`src/hpsh_map.vh`:
```
`ifndef HPSH_MAP_VH
`define HPSH_MAP_VH
// Access type select codes (two bits)
`define HPSH_SEL_CTRL 2'h0
`define HPSH_SEL_ADDR 2'h1
`define HPSH_SEL_DATA_INC 2'h2
`define HPSH_SEL_DATA_FIX 2'h3
// Port widths
`define HPSH_DATA_W 32
`define HPSH_HALF_W 16
// Minimum strobe low / high time in CPU clocks (4P)
`define HPSH_STB_MIN_CYC 4
`endif

```
`src/hpsh_sync.v`:
```
`timescale 1ns/100ps
module hpsh_sync #(
	parameter W = 1
) (
	input wire core_clk_in, // Core clock
	input wire reset_n_in, // Synchronous reset, active low
	input wire clk_en_in, // Clock enable
	input wire [W-1:0] async_in, // Asynchronous pins
	output reg [W-1:0] sync_out // Synchronised copy
);
	reg [W-1:0] meta_r;

	// Two-stage synchroniser; first stage feeds only the second
	always @(posedge core_clk_in) begin
		if (!reset_n_in) begin
			meta_r <= {W{1'b1}};
			sync_out <= {W{1'b1}};
		end else if (clk_en_in) begin
			meta_r <= async_in;
			sync_out <= meta_r;
		end
	end
endmodule // hpsh_sync

```
`src/hpsh_port.v`:
```
`timescale 1ns/100ps
`include "hpsh_map.vh"
// Behaviour
// - Strobe is not(ds1 xor ds2) or cs
// - Data read start fetches (not a 16-bit high half), ready waits
// - Data write waits while buffer full
// - Selects sampled at strobe or address strobe
module hpsh_port #(
	parameter DW = `HPSH_DATA_W,
	parameter HW = `HPSH_HALF_W
) (
	input wire core_clk_in, // Core clock, 40 MHz
	input wire reset_n_in, // Synchronous reset, active low
	input wire clk_en_in, // Freezes all state when low
	input wire sixteen_bit_mode_in, // High: 16-bit bus, low: 32-bit
	input wire port_chip_select_n_in, // Chip select pin, active low
	input wire data_strobe_one_in, // Data strobe one pin
	input wire data_strobe_two_in, // Data strobe two pin
	input wire address_strobe_n_in, // Address strobe pin, tie high if unused
	input wire [1:0] access_type_select_in, // Access type select pins
	input wire read_write_select_in, // High read, low write
	input wire halfword_select_in, // Half-word select, 16-bit mode
	input wire [DW-1:0] port_data_bus_in, // Data bus pins, input side
	output reg [DW-1:0] port_data_bus_out, // Data bus pins, output side
	output reg port_data_bus_oe_out, // Data bus drive enable
	output reg port_ready_n_out, // Ready pin, low when done
	output reg fetch_req_out, // Fetch pulse to address generator
	input wire fetch_done_in, // Fetched word valid, same clock
	input wire [DW-1:0] fetch_data_in, // Fetched word
	output reg wr_valid_out, // Write word pulse to buffer
	output reg [DW-1:0] wr_data_out, // Write word
	input wire wr_full_in, // Write buffer full, same clock
	output reg [1:0] acc_type_out, // Type of current access
	output reg acc_start_out // Access start pulse, any type
);
	localparam ST_IDLE = 2'h0;
	localparam ST_WAIT = 2'h1;
	localparam ST_DONE = 2'h2;
	localparam NPIN = 8;

	wire [NPIN-1:0] pins_s;
	wire cs_n_s = pins_s[0];
	wire ds1_s = pins_s[1];
	wire ds2_s = pins_s[2];
	wire as_n_s = pins_s[3];
	wire [1:0] type_s = pins_s[5:4];
	wire rw_s = pins_s[6];
	wire hw_s = pins_s[7];
	wire [DW-1:0] data_s;

	reg [1:0] state_r, state_nxt;
	reg stb_n_d_r, as_n_d_r;
	reg as_seen_r;
	reg [1:0] sel_type_r;
	reg sel_rw_r, sel_hw_r;
	reg [DW-1:0] word_r;
	reg [HW-1:0] low_half_r;
	reg is_data_r;
	reg need_fetch_pend;

	hpsh_sync #(.W(NPIN)) u_sync_ctl (
		.core_clk_in(core_clk_in),
		.reset_n_in(reset_n_in),
		.clk_en_in(clk_en_in),
		.async_in({halfword_select_in, read_write_select_in, access_type_select_in,
			address_strobe_n_in, data_strobe_two_in, data_strobe_one_in,
			port_chip_select_n_in}),
		.sync_out(pins_s)
	);
	hpsh_sync #(.W(DW)) u_sync_dat (
		.core_clk_in(core_clk_in),
		.reset_n_in(reset_n_in),
		.clk_en_in(clk_en_in),
		.async_in(port_data_bus_in),
		.sync_out(data_s)
	);

	// Combined strobe, active low
	wire stb_n = ~(ds1_s ^ ds2_s) | cs_n_s;
	wire stb_fall = stb_n_d_r & ~stb_n;
	wire stb_rise = ~stb_n_d_r & stb_n;
	// Address strobe leads the data strobe, so it is taken while idle
	wire as_fall = as_n_d_r & ~as_n_s & (state_r == ST_IDLE);
	// Address strobe latched selects take precedence over strobe edge
	wire [1:0] q_type = as_seen_r ? sel_type_r : type_s;
	wire q_rw = as_seen_r ? sel_rw_r : rw_s;
	wire q_hw = as_seen_r ? sel_hw_r : hw_s;
	wire q_data = (q_type == `HPSH_SEL_DATA_INC) | (q_type == `HPSH_SEL_DATA_FIX);
	// Only first half (or full word) of a read fetches
	wire need_fetch = q_data & q_rw & (~sixteen_bit_mode_in | ~q_hw);
	wire sel_now_data = (sel_type_r == `HPSH_SEL_DATA_INC) |
		(sel_type_r == `HPSH_SEL_DATA_FIX);
	wire wr_word = ~sel_rw_r & (~sixteen_bit_mode_in | sel_hw_r);

	// Handshake state; ready released only once access can finish
	always @* begin
		state_nxt = state_r;
		case (state_r)
			ST_IDLE: begin
				if (stb_fall) begin
					state_nxt = ST_WAIT;
				end
			end
			ST_WAIT: begin
				// Read fetch pending or write buffer full keeps ready high
				if (is_data_r & sel_rw_r & ~fetch_done_in & need_fetch_pend) begin
					state_nxt = ST_WAIT;
				end else if (is_data_r & ~sel_rw_r & wr_full_in) begin
					state_nxt = ST_WAIT;
				end else begin
					state_nxt = ST_DONE;
				end
			end
			ST_DONE: begin
				// Strobe release ends access; host must wait for ready
				if (stb_n) begin
					state_nxt = ST_IDLE;
				end
			end
			default: state_nxt = ST_IDLE;
		endcase
	end

	// Main sequential logic
	always @(posedge core_clk_in) begin
		if (!reset_n_in) begin
			state_r <= ST_IDLE;
			stb_n_d_r <= 1'b1;
			as_n_d_r <= 1'b1;
			as_seen_r <= 1'b0;
			sel_type_r <= 2'h0;
			sel_rw_r <= 1'b1;
			sel_hw_r <= 1'b0;
			word_r <= {DW{1'b0}};
			low_half_r <= {HW{1'b0}};
			is_data_r <= 1'b0;
			need_fetch_pend <= 1'b0;
			port_data_bus_out <= {DW{1'b0}};
			port_data_bus_oe_out <= 1'b0;
			port_ready_n_out <= 1'b1;
			fetch_req_out <= 1'b0;
			wr_valid_out <= 1'b0;
			wr_data_out <= {DW{1'b0}};
			acc_type_out <= 2'h0;
			acc_start_out <= 1'b0;
		end else if (clk_en_in) begin
			state_r <= state_nxt;
			stb_n_d_r <= stb_n;
			as_n_d_r <= as_n_s;
			fetch_req_out <= 1'b0;
			wr_valid_out <= 1'b0;
			acc_start_out <= 1'b0;
			// Only the first address strobe in an access is honoured
			if (as_fall & ~as_seen_r) begin
				as_seen_r <= 1'b1;
				sel_type_r <= type_s;
				sel_rw_r <= rw_s;
				sel_hw_r <= hw_s;
			end
			if (state_r == ST_IDLE && stb_fall) begin
				sel_type_r <= q_type;
				sel_rw_r <= q_rw;
				sel_hw_r <= q_hw;
				is_data_r <= q_data;
				need_fetch_pend <= need_fetch;
				fetch_req_out <= need_fetch;
				acc_type_out <= q_type;
				acc_start_out <= 1'b1;
				port_ready_n_out <= 1'b1;
				port_data_bus_oe_out <= q_rw;
			end
			if (fetch_done_in & need_fetch_pend) begin
				word_r <= fetch_data_in;
				need_fetch_pend <= 1'b0;
			end
			// Drive read data on the same clock that ready falls; second half from held word
			if (state_r == ST_WAIT && state_nxt == ST_DONE) begin
				port_ready_n_out <= 1'b0;
				if (sel_rw_r) begin
					if (sixteen_bit_mode_in) begin
						port_data_bus_out <= sel_hw_r ?
							{{(DW-HW){1'b0}}, word_r[DW-1:HW]} :
							{{(DW-HW){1'b0}}, (need_fetch_pend ? fetch_data_in[HW-1:0] :
							word_r[HW-1:0])};
					end else begin
						port_data_bus_out <= need_fetch_pend ? fetch_data_in : word_r;
					end
				end
			end
			// Write data captured at strobe release; halves pair low then high
			if (state_r == ST_DONE && stb_n) begin
				as_seen_r <= 1'b0;
				port_data_bus_oe_out <= 1'b0;
				port_ready_n_out <= 1'b1;
				if (~sel_rw_r & sixteen_bit_mode_in & ~sel_hw_r) begin
					low_half_r <= data_s[HW-1:0];
				end
				if (sel_now_data & wr_word) begin
					wr_valid_out <= 1'b1;
					wr_data_out <= sixteen_bit_mode_in ?
						{data_s[HW-1:0], low_half_r} : data_s;
				end
			end
		end
	end

	wire unused_rise = stb_rise;
endmodule // hpsh_port

```
`config.mk`:
```
export PLATFORM = sky130hd
export DESIGN_NAME = hpsh_port
export DESIGN_NICKNAME = d
export VERILOG_FILES = /design/src/hpsh_sync.v /design/src/hpsh_port.v
export VERILOG_INCLUDE_DIRS = /design/src
export SDC_FILE = /design/constraint.sdc
export NUM_CORES = 1
export LEC_CHECK = 0
export ABC_AREA = 1
export BUFFER_PORTS_ARGS = -buffer_cell sky130_fd_sc_hd__buf_2
export CORE_MARGIN = 4
export CORE_UTILIZATION = 40
export CTS_CLUSTER_SIZE = 20
export DETAILED_ROUTE_END_ITERATION = 10
export GPL_ROUTABILITY_DRIVEN = 0
export GPL_TIMING_DRIVEN = 0
export PLACE_DENSITY_LB_ADDON = 0.2
export SLEW_MARGIN = 15
export SYNTH_ARGS = -nofsm -noshare
export SYNTH_HDL_FRONTEND = slang
export SYNTH_SLANG_ARGS = --single-unit
```
`constraint.sdc`:
```
create_clock -name core_clk_in -period 1.4 [get_ports core_clk_in]
set_input_delay 0.07 -clock core_clk_in [delete_from_list [all_inputs] [get_ports core_clk_in]]
set_output_delay 0.07 -clock core_clk_in [all_outputs]
set_load 0.005 [all_outputs]
```
# --- Word-level counts from Yosys, hierarchy flattened ---
# Cells that the tools add are included.
# Widths: inputs -> output; s select.
op_classes:
  n_div: 0
  n_eq_ne: 7
  n_mul: 0
  magnitude_cmp: 0
  n_mux: 32
  n_reduce_logical: 19
  bitwise: 31
  add_sub_neg: 0
  shifts: 0
op_table:
  columns: ["cell", "count"]
  rows:
  - ["$mux 32", 3]
  - ["$mux 16", 2]
  - ["$mux 1", 19]
  - ["$and 1x1->1", 16]
  - ["$mux 2", 7]
  - ["$reduce_and 2->1", 7]
  - ["$eq 2x2->1 const B", 6]
  - ["$not 1->1", 9]
  - ["$reduce_and 3->1", 3]
  - ["$reduce_bool 2->1", 4]
  - ["$pmux 2 s3", 1]
  - ["$or 1x1->1", 5]
  - ["$logic_and 1x1->1", 3]
  - ["$reduce_bool 3->1", 1]
  - ["$eq 2x1->1 const B", 1]
  - ["$logic_not 2->1", 1]
  - ["$xor 1x1->1", 1]
totals:
  romBits: 0
  latch_bits: 0
  output_inout_bits: 71
  ram_bits: 0
  in_bits: 78
  n_memories: 0
  ff_bits: 210
  wordCells: 112

# --- Longest topological paths before layout ---
# Gate-level depths: netlist of run 1.
depth:
  ltp_word: 11
  ltp_mapped: 10
  ltp_nobuf: 9

# --- Modules after synthesis ---
# From an unflattened synthesis of run 1, not the netlist that was laid out.
unflattened:
  cells_unflattened: 1176
  area_unflattened_um2: 8807.2
by_module_without_submodules:
  columns: ["module", "cells_each", "area_each_um2", "instances", "seq_area_each_um2"]
  rows:
  - ["hpsh_port", 829, 5915.7, 1, 2582.5]
  - ["hpsh_sync (u_sync_dat)", 277, 2240.9, 1, 1281.2]
  - ["hpsh_sync (u_sync_ctl)", 70, 650.6, 1, 320.3]

# --- Least setup slack after synthesis of run 1 ---
# OpenSTA, ideal clock, no wires.
synth_path:
  path_type: "register to register"
  startpoint: "register sel_rw_r"
  endpoint: "register port_data_bus_out[29]"
  arrival_time_ns: 1.237
  required_time_ns: 1.286
  path_buffers: 3
  setup_ns: 0.114
  stages_incl_launch_ff: 9
  setup_slack_ns: 0.050
  period_less_slack_ns: 1.350
  cell_sequence: "dfxtp_1 buf_2 o21a_1 nand2_1 nand3_2 buf_6 buf_6 a21oi_1 nor2_1"
synth_via:
  elab_chain_len: 9
  elab_cells_between_ends: 12
  classes_between: "eq/ne: 1; mux: 3; bitwise: 6; reduce/logical: 2"
synth_lines:
  columns: ["element", "line", "source"]
  rows:
  - ["start, declared", "hpsh_port.v:55", "reg sel_rw_r, sel_hw_r;"]
  - ["start signal, assigned", "hpsh_port.v:157", "sel_rw_r <= rw_s;"]
  - ["start signal, assigned", "hpsh_port.v:162", "sel_rw_r <= q_rw;"]
  - ["$not 1->1", "hpsh_port.v:108", "end else if (is_data_r & ~sel_rw_r & wr_full_in) begin"]
  - ["$and 1x1->1 (2 in series)", "hpsh_port.v:108", null]
  - ["$mux 2", "hpsh_port.v:108", null]
  - ["$mux 2", "hpsh_port.v:106", "if (is_data_r & sel_rw_r & ~fetch_done_in & need_fetch_pend) begin"]
  - ["$pmux 2 s3", "hpsh_port.v:98", "case (state_r)"]
  - ["$eq 2x2->1", "hpsh_port.v:177", "if (state_r == ST_WAIT && state_nxt == ST_DONE) begin"]
  - ["$logic_and 1x1->1", "hpsh_port.v:177", null]
  - ["$reduce_and 3->1 (no source line) *", null, null]
  - ["end signal, assigned", "hpsh_port.v:138", "port_data_bus_out <= {DW{1'b0}};"]
  - ["end signal, assigned", "hpsh_port.v:181", "port_data_bus_out <= sel_hw_r ?"]
  - ["end signal, assigned", "hpsh_port.v:186", "port_data_bus_out <= need_fetch_pend ? fetch_data_in : word_r;"]
  - ["end, declared", "hpsh_port.v:24", "output reg [DW-1:0] port_data_bus_out,"]
# Mark *: on every way between the ends. The rest lies on a longest branch, timed or not.
# A chain may end at the register's enable or synchronous reset.

# --- Worst setup path in the final report of run 1 ---
layout_path:
  startpoint: "register sel_rw_r"
  endpoint: "register port_data_bus_out[22]"
# The elaborated chain is that of the path after synthesis.

==> metrics.yaml, run 1 <==
detailed_routing:
  ant_nets: 0
  via_per_inst: 4.837
  post_drt_wl_per_cell_um: 15.14
  num_vias: 8527
  drc_errors: 0
  first_pass_iters: 5
  drt-total-wl_mm: 26.69
  drt_iter0_markers: 596
timing:
  rsz0062_at_grt: "yes"
  post-route-min-period_ns: 1.428
  finalWorstSetupSlack_ns: -0.02800
  fmax_mhz: 700.3
  post-route-period-util: 1.020
  worstMarginPinSlew_ns: 0.6593
  final-max-slew-violation-count: 0
  fin_skew_ns: 0.01379
  hold_viol_final: 0
  setup_viol: 6
  slew_headroom: 0.5605
min_path:
  holdPathEnd: "port_data_bus_out[18]"
  worstHoldPathType: "input port to register"
  min_from: "sixteen_bit_mode_in"
  min_path_cells: 4
critical_path:
  worstReg2RegStart: "sel_rw_r"
  worstPathArrival_ns: 1.84
  reg2reg_to: "port_data_bus_out[22]"
  critPathRequiredTime_ns: 1.81
  worstSetupPathType: "register to register"
  end_kind: "register"
  crit_fanout: 8
  reg2reg_setup_slack_ns: -0.03
  ff2ff_path_depth: 7
  cp-start-kind: "register"
pwr:
  intPower_mw: 10.57
  p_per_area_nw_per_um2: 1151
  switching_share: 0.2402
  p_clk_frac: 0.461
  total_power_mw: 13.92
  ir_drop_mv: 0.9274
  p_leak_nw: 5.639
  comb_power_share: 0.087
  pwr-share-seq: 0.452
  switchingPower_mw: 3.343
yosys:
  ys_top_cells_by_count: "310 x nand2_1, 209 x dfxtp_1, 136 x nand3_1, 133 x nor2_1, 97 x a21oi_1"
  ys_seq_area_frac: 0.4794
  synth_compound_area_frac: 0.1153
  synthTopCellsByArea: "dfxtp_1 48%, nand2_1 13%, nand3_1 7.8%"
  async_flop_share: 0
  synth_top_family_by_area: "simple AND/OR/NAND/NOR gates"
  yosys.area_share.simple: 0.2795
  syn_nets: 1279
  muxShareOfSynthArea: 0.03670
  yosysWarnings: 0
  syn_inst: 1201
  syn_area_um2: 8728
  synth_cell_types: 28
  synth_adder_area_share: 0
  avgSynthCellArea_um2: 7.268
  yosysTopAreaCell: "dfxtp_1"
  synth_ff_type: "dfxtp_1"
  synth.most_common_cell: "nand2_1"
  synthXorXnorAreaFrac: 0
  synth_edf_count: 0
  yosys.area.top_type_share: 0.4794
  synth_seq_cells: 209
grt:
  grt_pass1_vias: 8106
  grt_antenna_before_repair: 0
  grt-ovfl-total: 0
  grt_max_degree: 17
  grt_pass1_wl_mm: 41.95
  grtUsageTotal: 0.2117
floorplan:
  die_height_um: 155.7
  core_area_um2: 21220
  initial_core_util: 0.4113
  rows: 53
  die-width_um: 155.7
  dieArea_um2: 24250
  io-pin-count: 149
clock_network:
  clock_sinks: 209
  clk_pin_slew_worst_paths_ns: 0.06
  cts_buffer_depth: 3
  cts_root_buf: "clkbuf_16"
  cts_tree: "yes"
  htreeDepth: 1
  cts_buffers: 24
  insertion_delay_ns: 0.52
layout:
  nFillCells: 2007
  syn2layout_area_growth_pct: 38.47
  fin_nets: 1548
  antennaDiodeCount: 0
  drive_gt1_frac: 0.2211
  postLayoutCellArea_um2: 12090
placement:
  dpl_cell_area_um2: 9808
  hpwl_mm: 18.62
  io_buffers: 147
job:
  max_cap_viol_count: 0
run_status:
  outcome: "finished with violations"
  violations: "setup timing"
==> cell families (layout without fill, tap and decap cells) <==
kind of cell,Yosys count,after routing
simple gates,590,590
flops,209,209
compound gates,190,190
buf+inv,180,467
mux,32,32
==> power groups by stage <==
stage	logic, mW	clock network (mW)	registers, mW
2_1_floorplan	0.626	0	6.35
3_3_place_gp	0.950	0	6.40
3_5_place_dp	0.956	0	6.41
4_1_cts	1.15	6.50	6.28
5_1_grt	1.36	6.75	6.30
6_report	1.21	6.42	6.29
==> stage by stage <==
| step | util | std cells | hold slack (ns) | setup TNS, ns | worst slack (ns) |
|---|---|---|---|---|---|
| after floorplan | - | 1201 | 0.1963 | 0 | 0.04959 |
| after global placement | 0.4622 | 1623 | 0.2792 | -12.15 | -0.3187 |
| after detailed placement | 0.4622 | 1623 | 0.2822 | -12.28 | -0.3312 |
| after CTS | 0.5452 | 1752 | 0.01741 | -0.02377 | -0.008437 |
| after global routing | 0.5696 | 1763 | 0.06819 | -1.038 | -0.06014 |
| final | 0.5696 | 1763 | 0.06810 | -0.08656 | -0.02800 |
==> per-layer routing <==
layer | share of wire | global-route usage
met5 | 0 | 0
met1 | 0.45 | 0.2844
met4 | 0.017 | 0.05419
met3 | 0.072 | 0.04244
met2 | 0.46 | 0.3505
==> worst max path at each step <==
stage	from	end	slack (ns)
after floorplan	sel_rw_r	port_data_bus_out[29]	0.05
after global placement	sel_hw_r	port_data_bus_out[12]	-0.32
after detailed placement	sel_hw_r	port_data_bus_out[13]	-0.33
after CTS	sel_rw_r	port_data_bus_out[13]	-0.008
after global routing	sel_rw_r	port_data_bus_out[22]	-0.06
final	sel_rw_r	port_data_bus_out[22]	-0.03
==> area by class of cell <==
type | instances | area [um2] | share of cell area
Clock buffer | 33 | 705.7 | 0.05839
Sequential cell | 209 | 4202 | 0.3476
Timing Repair Buffer | 245 | 1777 | 0.1470
Multi-Input combinational cell | 812 | 4021 | 0.3327
Inverter | 96 | 392.9 | 0.03251
Buffer | 82 | 533.0 | 0.04410
Clock inverter | 11 | 111.4 | 0.009213
Tap cell | 275 | 344.1 | 0.02847
==> sequential cells by signal, indices dropped and copies added, names as in the netlist, 2 cells and up <==
name and count:
u_sync_ctl.sync_out 8, wr_data_out 32, word_r 32, port_data_bus_out 32, u_sync_ctl.meta_r 8, state_r 2
u_sync_dat.meta_r 32, sel_type_r 2, u_sync_dat.sync_out 32, acc_type_out 2, low_half_r 16
==> cell usage in the layout, fill, tap and decap left out, types with 5 or more instances in the layout <==
master,count
nand2_1,301
dfxtp_1,203
buf_2,159
nand3_1,134
nor2_1,110
a21oi_1,92
inv_1,88
dlygate4sd3_1,74
o21ai_0,67
clkbuf_1,34
mux2i_1,32
clkbuf_16,31
buf_4,21
nor2_4,13
clkbuf_2,11
buf_6,11
a21oi_2,11
nor2_2,11
o21ai_1,9
nand2_2,8
clkinv_2,8
clkbuf_8,5
==> worst max-delay path, cell delays in order (launching register included) <==
cell and delay (ns):
dfxtp_4 0.37, o21a_1 0.24, nand2_2 0.10, nand3_4 0.11, buf_12 0.18, buf_12 0.14, a21oi_4 0.13, nor2_1 0.05
==> repair_timing <==
item | 4_1_cts | 5_1_grt
gates resized for setup | 38 | 123
endpoints found under the hold margin | 84 | 0
hold buffers | 74 | 0
gates cloned | 0 | 6
setup endpoints to repair | 92 | 121
setup buffers | 13 | 5
pin swaps | 6 | 16
Power figures use the tool's default switching activity.
==> run 2, diff against run 1 <==
- CORE_UTILIZATION: 40 -> 52
- CTS_BUF_LIST: default -> sky130_fd_sc_hd__clkbuf_4 sky130_fd_sc_hd__clkbuf_8
==> run 2 against run 1 <==
Register-to-register slack got worse by 0.06 ns; flip-flop and latch count did not move; critical path depth did not move; the run still ends with setup timing left; wire length shrank 3.1%; first-iteration DRC count up 4.5%; power down 7.8%; worst hold slack gained 0.055 ns; combinational power about the same; die area is 22% lower; core utilization is 14 points higher; clock-buffer cell count up 18.
==> metrics.yaml, run 2 (synthesis gave the netlist of run 1 again) <==
placement:
  hpwl_mm: 17.37  # was 18.62 mm
  place_worst_setup_slack_ns: -0.2780  # was -0.3312 ns
  io_buffers: 147  # unchanged
  dpl_cell_area_um2: 9739  # was 9808 um2
grt:
  grt_pass1_vias: 8265  # was 8106
  grt-ovfl-total: 0  # unchanged
  grt_max_degree: 17  # unchanged
  grt_antenna_before_repair: 0  # unchanged
  grt_pass1_wl_mm: 41.06  # was 41.95 mm
  grtUsageTotal: 0.2701  # was 0.2117
clock_network:
  insertion_delay_ns: 0.53  # was 0.52 ns
  clock_sinks: 209  # unchanged
  htreeDepth: 2  # was 1
  cts_root_buf: "clkbuf_8"  # was clkbuf_16
  cts_buffer_depth: 3  # unchanged
  clk_pin_slew_worst_paths_ns: 0.06  # about the same
  cts_buffers: 35  # was 24
  cts_tree: "yes"  # unchanged
min_path:
  min_path_cells: 5  # was 4
  worstHoldPathType: "input port to register"  # unchanged
layout:
  fin_nets: 1552  # was 1548
  nFillCells: 1349  # was 2007
  drive_gt1_frac: 0.2157  # was 0.2211
  antennaDiodeCount: 0  # unchanged
  postLayoutCellArea_um2: 11700  # was 12090 um2
  syn2layout_area_growth_pct: 34.00  # was 38.47%
  layout_commonest_cell: "nand2_1"  # unchanged
  mostFrequentLayoutCells: "300 x nand2_1, 205 x dfxtp_1, 159 x buf_2, 135 x nand3_1, 119 x nor2_1"  # was 301 x nand2_1, 203 x dfxtp_1, 159 x buf_2, 134 x nand3_1, 110 x nor2_1
detailed_routing:
  post_drt_wl_per_cell_um: 15.10  # was 15.14 um
  first_pass_iters: 7  # was 5
  ant_nets: 0  # unchanged
  drt-total-wl_mm: 25.87  # was 26.69 mm
  drc_errors: 0  # unchanged
  drt_iter0_markers: 623  # was 596
  num_vias: 8831  # was 8527
  via_per_inst: 5.155  # was 4.837
critical_path:
  reg2reg_setup_slack_ns: -0.09  # was -0.03 ns
  critPathRequiredTime_ns: 1.80  # was 1.81 ns
  end_kind: "register"  # unchanged
  cp-start-kind: "register"  # unchanged
  worstSetupPathType: "register to register"  # unchanged
  crit_fanout: 10  # was 8
  ff2ff_path_depth: 7  # unchanged
  worstPathArrival_ns: 1.90  # was 1.84 ns
timing:
  worstMarginPinSlew_ns: 0.6560  # was 0.6593 ns
  final-max-slew-violation-count: 0  # unchanged
  tns_ns: -0.8685  # was -0.08656 ns
  fmax_mhz: 670.1  # was 700.3 MHz
  fin_skew_ns: 0.02194  # was 0.01379 ns
  rsz0062_at_grt: "yes"  # unchanged
  setup_viol: 27  # was 6
  finalWorstSetupSlack_ns: -0.09240  # was -0.02800 ns
  slew_headroom: 0.5626  # was 0.5605
  post-route-min-period_ns: 1.492  # was 1.428 ns
  post-route-period-util: 1.066  # was 1.020
  hold_viol_final: 0  # unchanged
  whs_ns: 0.1228  # was 0.06810 ns
floorplan:
  die-width_um: 137.6  # was 155.7 um
  core_area_um2: 16520  # was 21220 um2
  initial_core_util: 0.5282  # was 0.4113
  die_height_um: 137.6  # was 155.7 um
  dieArea_um2: 18920  # was 24250 um2
  rows: 47  # was 53
  io-pin-count: 149  # unchanged
pwr:
  ir_drop_mv: 0.7444  # was 0.9274 mV
  p_per_area_nw_per_um2: 1098  # was 1151 nW/um2
  total_power_mw: 12.84  # was 13.92 mW
  p_leak_nw: 5.496  # was 5.639 nW
run_status:
  violations: "setup timing"  # unchanged
  outcome: "finished with violations"  # unchanged
job:
  max_cap_viol_count: 0  # unchanged
run 2: cell count changes in the layout (fill, tap and decap cells not counted), sizes merged:
cell | before | now
clkinvlp | 0 | 3
dlygate4sd3 | 74 | 75
clkbuf | 83 | 97
inv | 95 | 94
bufinv | 2 | 0
buf | 203 | 199
clkinv | 10 | 4
run 2: path summary, 6_finish.rpt:
check                                              to             startpoint
worst max-delay path            port_data_bus_out[20]               sel_rw_r
worst min-delay path             port_data_bus_oe_out              clk_en_in
worst max register to register  port_data_bus_out[20]               sel_rw_r
worst min register to register  u_sync_dat.meta_r[27]  u_sync_dat.meta_r[27]
run 2: power breakdown:
part / switching [mW] / leakage, nW / internal, mW
clock network: 2.37 / 0.357 / 3.00
logic: 0.668 / 3.43 / 0.517
registers: 0.147 / 1.71 / 6.14
total: 3.19 / 5.50 / 9.65
run 2: layout make-up:
cell class              count  area [um2]  area share
plain buffers              82       500.5     0.04279
clock inverters             5       32.53    0.002781
flip-flops and latches    209        4197      0.3588
repair buffers            238        1647      0.1408
clock buffers              51       658.1     0.05627
well taps                 220       275.3     0.02353
inverters                  96       390.4     0.03338
multi-input cells         812        3996      0.3417
run 2: metal layers:
metal | global-route usage | up-vias | part of all wire
li1 | - | 4401 | -
met1 | 0.3544 | 4034 | 0.44
met2 | 0.4390 | 340 | 0.46
met3 | 0.05296 | 56 | 0.071
met4 | 0.1053 | 0 | 0.029
met5 | 0 | - | 0
run 2: timing repair:
action                                  4_1_cts  5_1_grt
hold endpoints to repair                     89        0
hold buffers                                 75        0
setup buffers                                 4        9
resized for setup                            41      105
endpoints found under the setup margin       75      122
gates cloned                                  1        2
pin swaps                                     2       22
run 2: critical path, cell delays in order, from the launching register on:
cell     delay [ns]
dfxtp_4        0.39
o21a_1         0.22
nand2_2        0.11
nand3_4        0.12
buf_12         0.18
buf_12         0.15
a21oi_4        0.15
nor2_1         0.05
run 2: through the flow:
| stage | utilization | instances |
|---|---|---|
| 5_1_grt | 0.7078 | 1713 |
| 4_1_cts | 0.6859 | 1702 |
| 3_3_place_gp | 0.5894 | 1568 |
| 6_report | 0.7078 | 1713 |
| 2_1_floorplan | - | 1201 |
| 3_5_place_dp | 0.5894 | 1568 |
==> run 3, diff against run 2 <==
- CORE_UTILIZATION: 52 -> 50
==> run 3 against run 2 <==
The flow still finishes with violations (setup timing); sequential share of layout area grew 0.52 points; global-route usage shrank 2.5 points; via count shrank 2.5%; clock-buffer cell count shrank 4; design area shrank 1.4%; wire length shrank 3.8%; maximum frequency grew 2.0%; first-iteration DRC count shrank 13%; critical path depth is the same; non-clock buffer count shrank 5; die area grew 3.8%; largest cell class unchanged; highest routed layer unchanged.
==> metrics.yaml, run 3 (synthesis gave the netlist of run 1 again) <==
pwr:
  intPower_mw: 9.406  # was 9.651 mW
  switchingPower_mw: 3.062  # was 3.187 mW
  pwr-share-seq: 0.504  # was 0.490
  comb_power_share: 0.094  # was 0.092
  switching_share: 0.2456  # was 0.2482
  p_per_area_nw_per_um2: 1081  # was 1098 nW/um2
  total_power_mw: 12.47  # was 12.84 mW
  p_clk_frac: 0.401  # was 0.418
  ir_drop_mv: 0.7173  # was 0.7444 mV
  p_leak_nw: 5.437  # was 5.496 nW
placement:
  io_buffers: 147  # unchanged
  hpwl_mm: 17.42  # was 17.37 mm
  dpl_cell_area_um2: 9746  # was 9739 um2
  place_worst_setup_slack_ns: -0.2782  # was -0.2780 ns
  dpl.cell_count: 1573  # was 1568
layout:
  nFillCells: 1501  # was 1349
  fin_util: 0.6717  # was 0.7078
  postLayoutCellArea_um2: 11540  # was 11700 um2
  drive_gt1_frac: 0.2084  # was 0.2157
  layoutNonFillerInstCount: 1708  # was 1713
  mostFrequentLayoutCells: "303 x nand2_1, 205 x dfxtp_1, 160 x buf_2, 135 x nand3_1, 120 x nor2_1"  # was 300 x nand2_1, 205 x dfxtp_1, 159 x buf_2, 135 x nand3_1, 119 x nor2_1
  syn2layout_area_growth_pct: 32.18  # was 34.00%
  layout_commonest_cell: "nand2_1"  # unchanged
  antennaDiodeCount: 0  # unchanged
  fin_nets: 1547  # was 1552
critical_path:
  ff2ff_path_depth: 7  # unchanged
  cp-start-kind: "register"  # unchanged
  slowest_stage: "dfxtp_4"  # unchanged
  worstPathArrival_ns: 1.87  # was 1.90 ns
  cpMostUsedCell: "buf_12"  # unchanged
  path_cells: "o21a_1, nand2_2, nand3_4, buf_12, buf_12, nor2_2, nor2_1"  # was o21a_1, nand2_2, nand3_4, buf_12, buf_12, a21oi_4, nor2_1
  end_kind: "register"  # unchanged
  reg2reg_setup_slack_ns: -0.06  # was -0.09 ns
  worstSetupPathType: "register to register"  # unchanged
  slowest_delay_ns: 0.38  # was 0.39 ns
  path_depth: 7  # unchanged
  crit_buf_inv: 2  # unchanged
  critPathRequiredTime_ns: 1.81  # was 1.80 ns
  crit_fanout: 10  # unchanged
  crit_family: "simple AND/OR/NAND/NOR gates"  # was flip-flops
clock_network:
  cts_buffers: 35  # unchanged
  insertion_delay_ns: 0.51  # was 0.53 ns
  clk_pin_slew_worst_paths_ns: 0.06  # about the same
  htreeDepth: 2  # unchanged
  clock_sinks: 209  # unchanged
  cts_root_buf: "clkbuf_8"  # unchanged
  cts_tree: "yes"  # unchanged
  cts_buffer_depth: 3  # unchanged
timing:
  post-route-period-util: 1.045  # was 1.066
  rsz0062_at_grt: "yes"  # unchanged
  setup_viol: 19  # was 27
  final-max-slew-violation-count: 0  # unchanged
  fin_skew_ns: 0.01377  # was 0.02194 ns
  post-route-min-period_ns: 1.463  # was 1.492 ns
  fmax_mhz: 683.5  # was 670.1 MHz
  tns_ns: -0.4660  # was -0.8685 ns
  worstMarginPinSlew_ns: 0.6263  # was 0.6560 ns
  whs_ns: 0.03488  # was 0.1228 ns
  finalWorstSetupSlack_ns: -0.06300  # was -0.09240 ns
  slew_headroom: 0.5824  # was 0.5626
  hold_viol_final: 0  # unchanged
floorplan:
  dieArea_um2: 19640  # was 18920 um2
  io-pin-count: 149  # unchanged
  initial_core_util: 0.5082  # was 0.5282
  die_height_um: 140.1  # was 137.6 um
  core_area_um2: 17180  # was 16520 um2
  rows: 48  # was 47
  die-width_um: 140.1  # was 137.6 um
grt:
  grt-ovfl-total: 0  # unchanged
  grt_pass1_wl_mm: 39.88  # was 41.06 mm
  grt_max_degree: 17  # unchanged
  grt_pass1_vias: 7962  # was 8265
  grtUsageTotal: 0.2449  # was 0.2701
  grt_antenna_before_repair: 0  # unchanged
min_path:
  min_path_cells: 4  # was 5
  worstHoldPathType: "input port to register"  # unchanged
run_status:
  outcome: "finished with violations"  # unchanged
  violations: "setup timing"  # unchanged
detailed_routing:
  drc_errors: 0  # unchanged
  post_drt_wl_per_cell_um: 14.58  # was 15.10 um
  via_per_inst: 5.042  # was 5.155
  drt_iter0_markers: 545  # was 623
  ant_nets: 0  # unchanged
  num_vias: 8611  # was 8831
  first_pass_iters: 5  # was 7
  drt-total-wl_mm: 24.90  # was 25.87 mm
job:
  max_cap_viol_count: 0  # unchanged
## run 3: path summary, 6_finish.rpt
kind / end / start
setup / recovery: port_data_bus_out[12] / sel_rw_r
hold / removal: u_sync_ctl.sync_out[7] / reset_n_in
setup reg to reg: port_data_bus_out[12] / sel_rw_r
hold reg to reg: word_r[4] / word_r[4]
## run 3: power groups by stage
stage	Clock (mW)	Sequential (mW)	Combinational [mW]
floorplan	0	6.35	0.626
global placement	0	6.40	0.933
detailed placement	0	6.40	0.944
CTS	5.08	6.28	1.11
global route	5.36	6.30	1.31
finish	5.01	6.28	1.18
## run 3: routing by layer
layer / share of wire / global-route usage / up-vias
met5: 0 / 0 / -
met4: 0.028 / 0.07343 / 0
met3: 0.073 / 0.05189 / 59
met2: 0.45 / 0.3996 / 297
met1: 0.45 / 0.3286 / 3863
li1: - / - / 4392
## run 3: layout make-up
cell class | count | area [um2] | share of cell area
sequential | 209 | 4199 | 0.3640
multi-input combinational | 812 | 3943 | 0.3417
timing repair buffer | 233 | 1600 | 0.1387
clock buffer | 47 | 603.1 | 0.05227
buffer | 82 | 508.0 | 0.04403
inverter | 96 | 382.9 | 0.03319
tap | 225 | 281.5 | 0.02440
clock inverter | 4 | 20.02 | 0.001735
## run 3: worst min-delay path, stage by stage
cell      delay (ns)
buf_2           0.14
clkinv_1        0.18
a21oi_1         0.07
o21ai_0         0.06
## run 3: repair_timing
| item | CTS | global route |
|---|---|---|
| hold buffers | 74 | 0 |
| gates cloned | 0 | 1 |
| resized for setup | 21 | 99 |
| endpoints found under the hold margin | 89 | 0 |
| buffers inserted | 2 | 9 |
| endpoints found under the setup margin | 85 | 121 |
| pin swaps | 3 | 12 |
